<file path="src/hw/eac_pkg.sv">
package eac_pkg;

  localparam int unsigned CLK_PERIOD_NS = 10;

  function automatic int unsigned ns_to_cycles(input int unsigned ns);
    int unsigned c;
    c = (ns + CLK_PERIOD_NS - 1) / CLK_PERIOD_NS;
    return (c < 1) ? 1 : c;
  endfunction

  localparam int unsigned TIMER_W         = 18;
  localparam int unsigned EE_ERASE_NS     = 1000;
  localparam int unsigned EE_PROG_NS      = 1000;
  localparam int unsigned FLASH_OP_NS     = 2000000;
  localparam int unsigned EE_ERASE_CYCLES = ns_to_cycles(EE_ERASE_NS);
  localparam int unsigned EE_PROG_CYCLES  = ns_to_cycles(EE_PROG_NS);
  localparam logic [TIMER_W-1:0] EE_ERASE_LOAD = TIMER_W'(EE_ERASE_CYCLES - 1);
  localparam logic [TIMER_W-1:0] EE_PROG_LOAD  = TIMER_W'(EE_PROG_CYCLES - 1);

  localparam logic [3:0] OFF_TBL_UPPER = 4'h0;
  localparam logic [3:0] OFF_TBL_HIGH  = 4'h1;
  localparam logic [3:0] OFF_TBL_LOW   = 4'h2;
  localparam logic [3:0] OFF_TBL_LATCH = 4'h3;
  localparam logic [3:0] OFF_KEY       = 4'h4;
  localparam logic [3:0] OFF_CONTROL   = 4'h5;
  localparam logic [3:0] OFF_EE_DATA   = 4'h6;
  localparam logic [3:0] OFF_EE_ADDR   = 4'h7;
  localparam logic [3:0] OFF_FLAGS     = 4'h8;

  localparam int unsigned CTL_SPACE     = 7;
  localparam int unsigned CTL_CFG       = 6;
  localparam int unsigned CTL_ROW_ERASE = 4;
  localparam int unsigned CTL_ABORT     = 3;
  localparam int unsigned CTL_GATE      = 2;
  localparam int unsigned CTL_WR        = 1;
  localparam int unsigned CTL_RD        = 0;
  localparam int unsigned FLAG_WR_DONE  = 0;

  localparam logic [7:0] KEY_FIRST     = 8'h55;
  localparam logic [7:0] KEY_SECOND    = 8'hAA;
  localparam logic [7:0] RST_BYTE      = 8'h00;
  localparam logic [5:0] RST_TBL_UPPER = 6'h00;
  localparam logic [7:0] ERASED_BYTE   = 8'hFF;
  localparam int unsigned EE_DEPTH     = 256;

  typedef enum logic [1:0] {
    ST_IDLE  = 2'b00,
    ST_ERASE = 2'b01,
    ST_PROG  = 2'b11,
    ST_FLASH = 2'b10
  } eac_state_t;

  typedef enum logic [1:0] {
    KEY_IDLE      = 2'b00,
    KEY_GOT_FIRST = 2'b01,
    KEY_ARMED     = 2'b11
  } eac_key_t;

  typedef enum logic [1:0] {
    CAUSE_POWER_ON  = 2'b00,
    CAUSE_BROWN_OUT = 2'b01,
    CAUSE_EXT_PIN   = 2'b10,
    CAUSE_WATCHDOG  = 2'b11
  } eac_cause_t;

  typedef struct packed {
    logic [3:0] addr;
    logic [7:0] wdata;
    logic       wr;
    logic       rd;
  } eac_bus_req_t;

  typedef struct packed {
    logic        erase;
    logic        prog;
    logic        cfg;
    logic [21:0] addr;
  } eac_flash_cmd_t;

endpackage

</file>
<file path="src/hw/eac_ctrl.sv">
// The plain strobed port and the register offsets are this design's own decisions.
module eac_ctrl
  import eac_pkg::*;
#(
  parameter int unsigned FLASH_OP_CYCLES = ns_to_cycles(FLASH_OP_NS),
  parameter logic [7:0]  CFG_READ_VALUE  = 8'h00
) (
  input  wire logic     clock,
  input  wire logic     rst,
  input  eac_cause_t    reset_cause,
  input  wire logic     pwrt_running,
  input  eac_bus_req_t  bus,
  output logic [7:0]    rdata,
  output logic          write_complete_flag,
  output logic          cpu_stall,
  output eac_flash_cmd_t flash_cmd
);

  localparam logic [TIMER_W-1:0] FLASH_LOAD = TIMER_W'(FLASH_OP_CYCLES - 1);
  localparam int A_ERASE = EE_ERASE_CYCLES;
  localparam int A_PROG  = EE_PROG_CYCLES;

  logic [7:0]         mem [EE_DEPTH];
  logic [5:0]         tbl_u_reg;
  logic [7:0]         tbl_h_reg;
  logic [7:0]         tbl_l_reg;
  logic [7:0]         latch_reg;
  logic               space_reg;
  logic               cfg_reg;
  logic               row_erase_reg;
  logic               abort_reg;
  logic               gate_reg;
  logic               wr_reg;
  logic               rd_reg;
  logic [7:0]         data_reg;
  logic [7:0]         addr_reg;
  logic               flag_reg;
  logic [7:0]         rdata_reg;
  logic               stall_reg;
  eac_flash_cmd_t     cmd_reg;
  eac_state_t         state_reg;
  eac_state_t         state_next;
  eac_key_t           key_reg;
  eac_key_t           key_next;
  logic [TIMER_W-1:0] timer_reg;
  logic [TIMER_W-1:0] timer_next;

  wire wr_hit_ctl   = bus.wr && (bus.addr == OFF_CONTROL);
  wire wr_hit_key   = bus.wr && (bus.addr == OFF_KEY);
  wire wr_hit_data  = bus.wr && (bus.addr == OFF_EE_DATA);
  wire wr_hit_addr  = bus.wr && (bus.addr == OFF_EE_ADDR);
  wire wr_hit_flags = bus.wr && (bus.addr == OFF_FLAGS);
  wire busy         = (state_reg != ST_IDLE);
  wire timer_done   = (timer_reg == '0);
  wire erase_done   = (state_reg == ST_ERASE) && timer_done;
  wire ee_done      = (state_reg == ST_PROG) && timer_done;
  wire flash_done   = (state_reg == ST_FLASH) && timer_done;
  wire op_done      = ee_done || flash_done;
  wire ctl_take     = wr_hit_ctl && !busy;
  // Old gate value is used, so gate and start in one write fail
  wire wr_start_ok  = ctl_take && bus.wdata[CTL_WR] && (key_reg == KEY_ARMED) && gate_reg && !pwrt_running;
  wire rd_start_ok  = ctl_take && bus.wdata[CTL_RD] && !bus.wdata[CTL_SPACE];
  wire flash_space  = bus.wdata[CTL_SPACE] || bus.wdata[CTL_CFG];
  wire por_like     = (reset_cause == CAUSE_POWER_ON) || (reset_cause == CAUSE_BROWN_OUT);
  wire cut_reset    = busy && ((reset_cause == CAUSE_EXT_PIN) || (reset_cause == CAUSE_WATCHDOG));
  wire abort_rst    = cut_reset ? 1'b1 : (por_like ? 1'b0 : abort_reg);
  wire wr_next      = wr_start_ok ? 1'b1 : (op_done ? 1'b0 : wr_reg);
  wire flag_next    = op_done || (flag_reg && !(wr_hit_flags && !bus.wdata[FLAG_WR_DONE]));
  wire [7:0] ctl_view = {space_reg, cfg_reg, 1'b0, row_erase_reg, abort_reg, gate_reg, wr_reg, rd_reg};
  wire [7:0] rd_mux =
    (bus.addr == OFF_TBL_UPPER) ? {2'b00, tbl_u_reg} :
    (bus.addr == OFF_TBL_HIGH)  ? tbl_h_reg :
    (bus.addr == OFF_TBL_LOW)   ? tbl_l_reg :
    (bus.addr == OFF_TBL_LATCH) ? latch_reg :
    (bus.addr == OFF_CONTROL)   ? ctl_view :
    (bus.addr == OFF_EE_DATA)   ? data_reg :
    (bus.addr == OFF_EE_ADDR)   ? addr_reg :
    (bus.addr == OFF_FLAGS)     ? {7'h00, flag_reg} : 8'h00;

  // Unlock tracker: any access other than the next key step or a fresh 55h key write drops it
  always_comb begin
    key_next = key_reg;
    if (wr_hit_key && (bus.wdata == KEY_FIRST)) begin
      key_next = KEY_GOT_FIRST;
    end else if (wr_hit_key && (bus.wdata == KEY_SECOND) && (key_reg == KEY_GOT_FIRST)) begin
      key_next = KEY_ARMED;
    end else if (bus.wr || bus.rd) begin
      key_next = KEY_IDLE;
    end
  end

  always_comb begin
    state_next = state_reg;
    timer_next = (busy && !timer_done) ? TIMER_W'(timer_reg - 1'b1) : timer_reg;
    case (state_reg)
      ST_IDLE: begin
        if (wr_start_ok) begin
          state_next = flash_space ? ST_FLASH : ST_ERASE;
          timer_next = flash_space ? FLASH_LOAD : EE_ERASE_LOAD;
        end
      end
      ST_ERASE: begin
        if (timer_done) begin
          state_next = ST_PROG;
          timer_next = EE_PROG_LOAD;
        end
      end
      ST_PROG: begin
        if (timer_done) begin
          state_next = ST_IDLE;
        end
      end
      ST_FLASH: begin
        if (timer_done) begin
          state_next = ST_IDLE;
        end
      end
      default: begin
        state_next = ST_IDLE;
      end
    endcase
  end

  always_ff @(posedge clock) begin
    if (rst) begin
      state_reg <= ST_IDLE;
      timer_reg <= '0;
      key_reg   <= KEY_IDLE;
      stall_reg <= 1'b0;
    end else begin
      state_reg <= state_next;
      timer_reg <= timer_next;
      key_reg   <= key_next;
      stall_reg <= (state_next == ST_FLASH);
    end
  end

  // Array keeps its content through reset; a cut write may leave FFh
  always_ff @(posedge clock) begin
    if (!rst && erase_done) begin
      mem[addr_reg] <= ERASED_BYTE;
    end else if (!rst && ee_done) begin
      mem[addr_reg] <= data_reg;
    end
  end

  always_ff @(posedge clock) begin
    if (rst) begin
      space_reg     <= por_like ? 1'b0 : space_reg;
      cfg_reg       <= por_like ? 1'b0 : cfg_reg;
      row_erase_reg <= por_like ? 1'b0 : row_erase_reg;
      abort_reg     <= abort_rst;
      gate_reg      <= 1'b0;
      wr_reg        <= 1'b0;
      rd_reg        <= 1'b0;
    end else begin
      space_reg     <= ctl_take ? bus.wdata[CTL_SPACE] : space_reg;
      cfg_reg       <= ctl_take ? bus.wdata[CTL_CFG] : cfg_reg;
      row_erase_reg <= ctl_take ? bus.wdata[CTL_ROW_ERASE] :
                       ((flash_done && cmd_reg.erase) ? 1'b0 : row_erase_reg);
      abort_reg     <= ctl_take ? bus.wdata[CTL_ABORT] : (op_done ? 1'b0 : abort_reg);
      // Gate stays writable while busy, so firmware can drop it early
      gate_reg      <= wr_hit_ctl ? bus.wdata[CTL_GATE] : gate_reg;
      wr_reg        <= wr_next;
      rd_reg        <= rd_start_ok;
    end
  end

  always_ff @(posedge clock) begin
    if (rst) begin
      data_reg <= RST_BYTE;
      addr_reg <= RST_BYTE;
    end else begin
      if (rd_reg) begin
        data_reg <= cfg_reg ? CFG_READ_VALUE : mem[addr_reg];
      end else if (wr_hit_data && !busy) begin
        data_reg <= bus.wdata;
      end
      addr_reg <= (wr_hit_addr && !busy) ? bus.wdata : addr_reg;
    end
  end

  always_ff @(posedge clock) begin
    if (rst) begin
      tbl_u_reg <= RST_TBL_UPPER;
      tbl_h_reg <= RST_BYTE;
      tbl_l_reg <= RST_BYTE;
      latch_reg <= RST_BYTE;
      flag_reg  <= 1'b0;
      rdata_reg <= RST_BYTE;
      cmd_reg   <= '0;
    end else begin
      tbl_u_reg <= (bus.wr && bus.addr == OFF_TBL_UPPER) ? bus.wdata[5:0] : tbl_u_reg;
      tbl_h_reg <= (bus.wr && bus.addr == OFF_TBL_HIGH) ? bus.wdata : tbl_h_reg;
      tbl_l_reg <= (bus.wr && bus.addr == OFF_TBL_LOW) ? bus.wdata : tbl_l_reg;
      latch_reg <= (bus.wr && bus.addr == OFF_TBL_LATCH) ? bus.wdata : latch_reg;
      flag_reg  <= flag_next;
      rdata_reg <= bus.rd ? rd_mux : RST_BYTE;
      if (wr_start_ok && flash_space) begin
        cmd_reg <= '{erase: bus.wdata[CTL_ROW_ERASE], prog: !bus.wdata[CTL_ROW_ERASE],
                     cfg: bus.wdata[CTL_CFG], addr: {tbl_u_reg, tbl_h_reg, tbl_l_reg}};
      end else if (flash_done) begin
        cmd_reg <= '0;
      end
    end
  end

  assign rdata               = rdata_reg;
  assign write_complete_flag = flag_reg;
  assign cpu_stall           = stall_reg;
  assign flash_cmd           = cmd_reg;
endmodule

</file>
<file path="config.mk">
export PLATFORM = sky130hd
export DESIGN_NAME = eac_ctrl
export DESIGN_NICKNAME = d
export VERILOG_FILES = /design/src/hw/eac_pkg.sv /design/src/hw/eac_ctrl.sv
export SDC_FILE = /design/constraint.sdc
export NUM_CORES = 2
export LEC_CHECK = 0
export ABC_AREA = 1
export BUFFER_PORTS_ARGS = -buffer_cell sky130_fd_sc_hd__buf_2
export CAP_MARGIN = 20
export CORE_MARGIN = 2
export CORE_UTILIZATION = 35
export DETAILED_ROUTE_END_ITERATION = 12
export PLACE_DENSITY_LB_ADDON = 0.15
export SETUP_SLACK_MARGIN = 0.2
export SLEW_MARGIN = 20
export SYNTH_ARGS = -nofsm -noshare
export SYNTH_HDL_FRONTEND = slang
export SYNTH_SLANG_ARGS = --single-unit
</file>
<file path="constraint.sdc">
create_clock -name clock -period 11.1 [get_ports clock]
set_input_delay 2.22 -clock clock [delete_from_list [all_inputs] [get_ports clock]]
set_output_delay 2.22 -clock clock [all_outputs]
set_load 0.02 [all_outputs]
</file>
* Word-level counts from Yosys, hierarchy flattened
Memory sizes are Yosys's and may differ from the RTL's. A register that Yosys moved wholly into a read port is not among the register bits.
Index checks and enable logic that the tools add are counted.
** Word-level totals
- Flip-flop bits (word level) :: 110
- Memory bits (writable) :: 2048
- Bits of input ports :: 19
- Logic and storage cells :: 163
- Memories kept :: 1
** Memory list
- mem :: words 256, bits a word 8, read ports 1, clocked after memory_dff 1, write ports 1, RTL line eac_ctrl.sv:23 : logic [7:0] mem [EE_DEPTH];
** Operators by class
- Add/subtract/negate cells :: 1
- Equality and inequality tests :: 21
- Multiplexer cells :: 47
- Bitwise gates (word level) :: 2
- Reductions and logical operators :: 66
** Operator list (number)
- 2-to-1 mux 8 bit :: 12
- 2-to-1 mux 18 bit :: 4
- 2-to-1 mux 25 bit :: 2
- one-hot mux 18 bit (2 select lines) :: 1
- logical AND 1 bit :: 32
- 2-to-1 mux 1 bit :: 20
- logical NOT 18 bit :: 1
- subtractor 18 x 1 -> 18 bit, second input constant :: 1
- equality test 4 x 3 -> 1 bit, second input constant :: 4
- equality test 2 bit, second input constant :: 6
- 2-to-1 mux 2 bit :: 6
- nonzero test 2 bit :: 6
- nonzero test 3 bit :: 3
- equality test 4 x 2 -> 1 bit, second input constant :: 2
- equality test 8 x 7 -> 1 bit, second input constant :: 1
- equality test 8 bit, second input constant :: 1
- logical NOT 1 bit :: 8
- equality test 2 x 1 -> 1 bit, second input constant :: 3
- logical OR 1 bit :: 6
- 2-to-1 mux 6 bit :: 1
- one-hot mux 2 bit (3 select lines) :: 1
- AND reduction 2 bit :: 3
- OR reduction 2 bit :: 3
- equality test 4 x 1 -> 1 bit, second input constant :: 1
- 8 further kinds :: 9

* Depth between registers and ports, before layout
- Depth after elaboration :: 10
- Gate-level depth with buffers :: 15
- Gate-level depth less buffers :: 13

* Least setup slack after synthesis
Ideal clock, no wire load.
- Kind :: in2reg
- From :: input rst
- To :: memory mem[0][0], data pin
- Data arrival time :: 5665 ps
- Required time :: 10277 ps
- Setup slack :: 4611 ps
- Cell stages on the path :: 5
- Path buffers :: 1
- Cell sequence :: nor2_4 > buf_8 > inv_1 > nor2_4 > nand2_1
** On the way
- Word-level cells in the longest chain between the ends :: 6
- Elaborated cells on any way between the ends :: 7
- Classes of those cells :: 4 x mux; 3 x reduce/logical
** RTL lines
- start, declared :: RTL line eac_ctrl.sv:9 : input wire logic rst,
- logical NOT 1 bit * :: RTL line eac_ctrl.sv:140, eac_ctrl.sv:142
- logical AND 1 bit :: RTL line eac_ctrl.sv:142 : end else if (!rst && ee_done) begin
- 2-to-1 mux 1 bit :: RTL line eac_ctrl.sv:142
- 2-to-1 mux 1 bit * :: RTL line eac_ctrl.sv:140 : if (!rst && erase_done) begin
- 2-to-1 mux 1 bit (implied by the code) * :: RTL line eac_ctrl.sv:143 : mem[addr_reg] <= data_reg;
- 2-to-1 mux 8 bit (no source line) *
- end, declared :: RTL line eac_ctrl.sv:23
Mark *: on every way between the ends. The rest lies on a longest branch, timed or not.

==> results_dict.tcl <==
set metrics [dict create \
    syn2layout_area_growth_pct 11.5 \
    vias 57000 \
    ir_drop_uv 135 \
    hold_viol 0 \
    cts_made_buffers 229 \
    wl_um 256000 \
    dr.pass1.iters 5 \
    finalCritPeriodShare 0.501 \
    ant_nets 0 \
    yosys_warnings 0 \
    hold_end "flash_cmd[14]" \
    hp-start "flash_cmd[14]" \
    drive_gt1_frac 0.0609 \
    holdCritPathClass "flip-flop to flip-flop" \
    leakagePower_nw 36.0 \
    dp_hpwl_um 140000 \
    nNetsFinal 7470 \
    worstPathCellList "buf_4 > buf_4 > buf_4 > nand2_1 > nand3_1 > nand3_1 > nand3_1 > nand3_1 > nand3_1 > nand3_1 > nand3_1 > nand3_1 > a21oi_1" \
    grt_use_total 0.197 \
    crit_path_top_delay_cell "buf_4" \
    cp.required_ps 11890 \
    synthTopCellsByArea "edfxtp_1 70%, nand3_1 12%, nand2_1 9.4%" \
    clock-root-buffer "clkbuf_16" \
    fin_crit_ps 5560 \
    grt_pass1_wl_um 377000 \
    cpLargestDelayFamily "buffers and inverters" \
    async_flop_share 0 \
    fp.dieH_um 505 \
    instances_no_fill 11000 \
    dp_cells 10500 \
    post-place-ws_ps 4740 \
    place_area_um2 90800 \
    rows 183 \
    drv_slew 0 \
    yosysMostFrequentCell "nand2_1" \
    path_clk_slew_ps 60 \
    drc 0 \
    synth.cell_area_um2 87700 \
    cts_resized 0 \
    final.setup.tns_ps 0 \
    fmax_mhz 180 \
    die_w_um 505 \
    fin_worst_skew_ps 32.9 \
    final_area_um2 97800 \
    synth_top_area_frac 0.702 \
    wl_per_cell_um 23.4 \
    r2r_slack_ps 5540 \
    path_buf_inv 3 \
    ys_seq_elements 2166 \
    syn_nets 7617 \
    ys_seq_area_frac 0.728 \
    syn_avg_cell_area_um2 11.6 \
    largest_reg_flops 2048 \
    io_pins 54 \
    core_area_um2 249000 \
    cap_violations 0 \
    endpoint_kind "flip-flop" \
    crit_type "flip-flop to flip-flop" \
    antenna_found_initial 7 \
    start_util 0.353 \
    status "completed" \
    crit_fanout 84 \
    power_per_cell_area_nw_per_um2 167 \
    cts_buffer_depth 3 \
    critPathMaxStageDelay_ps 850 \
    cts_tree "built" \
    cts_setup_buffers 0 \
    start_kind "flip-flop" \
    first_global_vias 55300 \
    place_congestion 0.819 \
    synthFlopType "edfxtp_1" \
    hold-path-cell-count 2 \
    relSlewSlack 0.223 \
    synth_edf_count 2052 \
    drtIter0Drc 5296 \
    synth_cells 7596 \
    cts.sinks 2166 \
    worst_ep_arrival_time_ps 6360 \
    die-area_um2 255000 \
    cpMostUsedCell "nand3_1" \
    hold_buffers 0 \
    htreeDepth 4 \
    setup_violations 0 \
    rsz0062_at_grt "false" \
    hold_ws_ps 458 \
    synth_top_area_cell "edfxtp_1" \
    ys_top_cells_by_count "2202 x nand2_1, 2068 x nand3_1, 2052 x edfxtp_1" \
    overflow 0 \
    fin_ws_ps 5540 \
    tightest_slew_ps 1170 \
    r2r-end "data_reg[4]" \
    reg2regPathDepth 13 \
    io_buffers 52 \
    clkLatencyLatePin_ps 870 \
    yosysUniqueCellTypes 38 \
    grt_max_degree 195 \
    viasPerCell 5.20 \
]
[cell families after synthesis]
kind of cell	after synthesis	synth area share
AOI/OAI and AO/OA	159	0.0101
xor gates and xnor gates	11	0.00110
adders and majority gates	2	0.000285
buffers and inverters	610	0.0295
DFF	2166	0.728
and+or+nand+nor	4648	0.231
[stage by stage]
| step | util | power, W |
|---|---|---|
| 2_1_floorplan | - | 0.00917 |
| 3_3_place_gp | 0.365 | 0.00928 |
| 3_5_place_dp | 0.365 | 0.00928 |
| 4_1_cts | 0.393 | 0.0165 |
| 5_1_grt | 0.393 | 0.0169 |
| 6_report | 0.393 | 0.0164 |
[worst max path at each step]
stage | slack, ps | cells after the start | end | from
after floorplan | 4610 | 5 | mem[0][0] | rst
after global placement | 4810 | 8 | mem[42][5] | rst
after detailed placement | 4740 | 8 | mem[58][5] | rst
after CTS | 5630 | 13 | data_reg[5] | flip-flop
after global routing | 5290 | 13 | data_reg[4] | flip-flop
final | 5540 | 13 | data_reg[4] | flip-flop
[worst reg2reg max path, delay by kind of cell, from the launching register on]
kind,cells,cell delay [ps]
AOI/OAI and AO/OA,1,200
DFF,1,810
and+or+nand+nor,9,1970
buffers and inverters,3,2530
[final cells by class]
type	count	area, um^2
Multi-Input combinational cell	4820	21300
Sequential cell	2166	63900
Tap cell	3330	4170
Clock inverter	114	831
Inverter	103	417
Antenna cell	4	10.0
Timing Repair Buffer	129	1010
Fill cell	23900	151000
Clock buffer	305	6150
[power by group]
group | total (W) | switching, W | internal, W
registers | 0.00882 | 0.0000106 | 0.00881
clock network | 0.00727 | 0.00317 | 0.00409
logic | 0.000291 | 0.000226 | 0.0000650
[cells in the final DEF (no fill, tap or decap), types with 29 or more instances in the layout]
| cell | count |
|---|---|
| a21oi_1 | 90 |
| o21ai_0 | 39 |
| buf_4 | 64 |
| clkinv_2 | 29 |
| edfxtp_1 | 2052 |
| nor2_1 | 332 |
| inv_1 | 95 |
| clkbuf_16 | 234 |
| dfxtp_1 | 108 |
| nand2_1 | 2194 |
| buf_2 | 52 |
| nand3_1 | 2065 |
| clkinv_1 | 60 |
| clkbuf_1 | 67 |
[routing by layer]
metal / vias up / track usage / routed length [um]
met5: - / 0 / 0
met4: 0 / 0.0564 / 7000
met2: 1554 / 0.312 / 119000
met3: 335 / 0.0263 / 13800
li1: 26600 / - / -
met1: 28500 / 0.282 / 116000
Power figures use the tool's default switching activity.
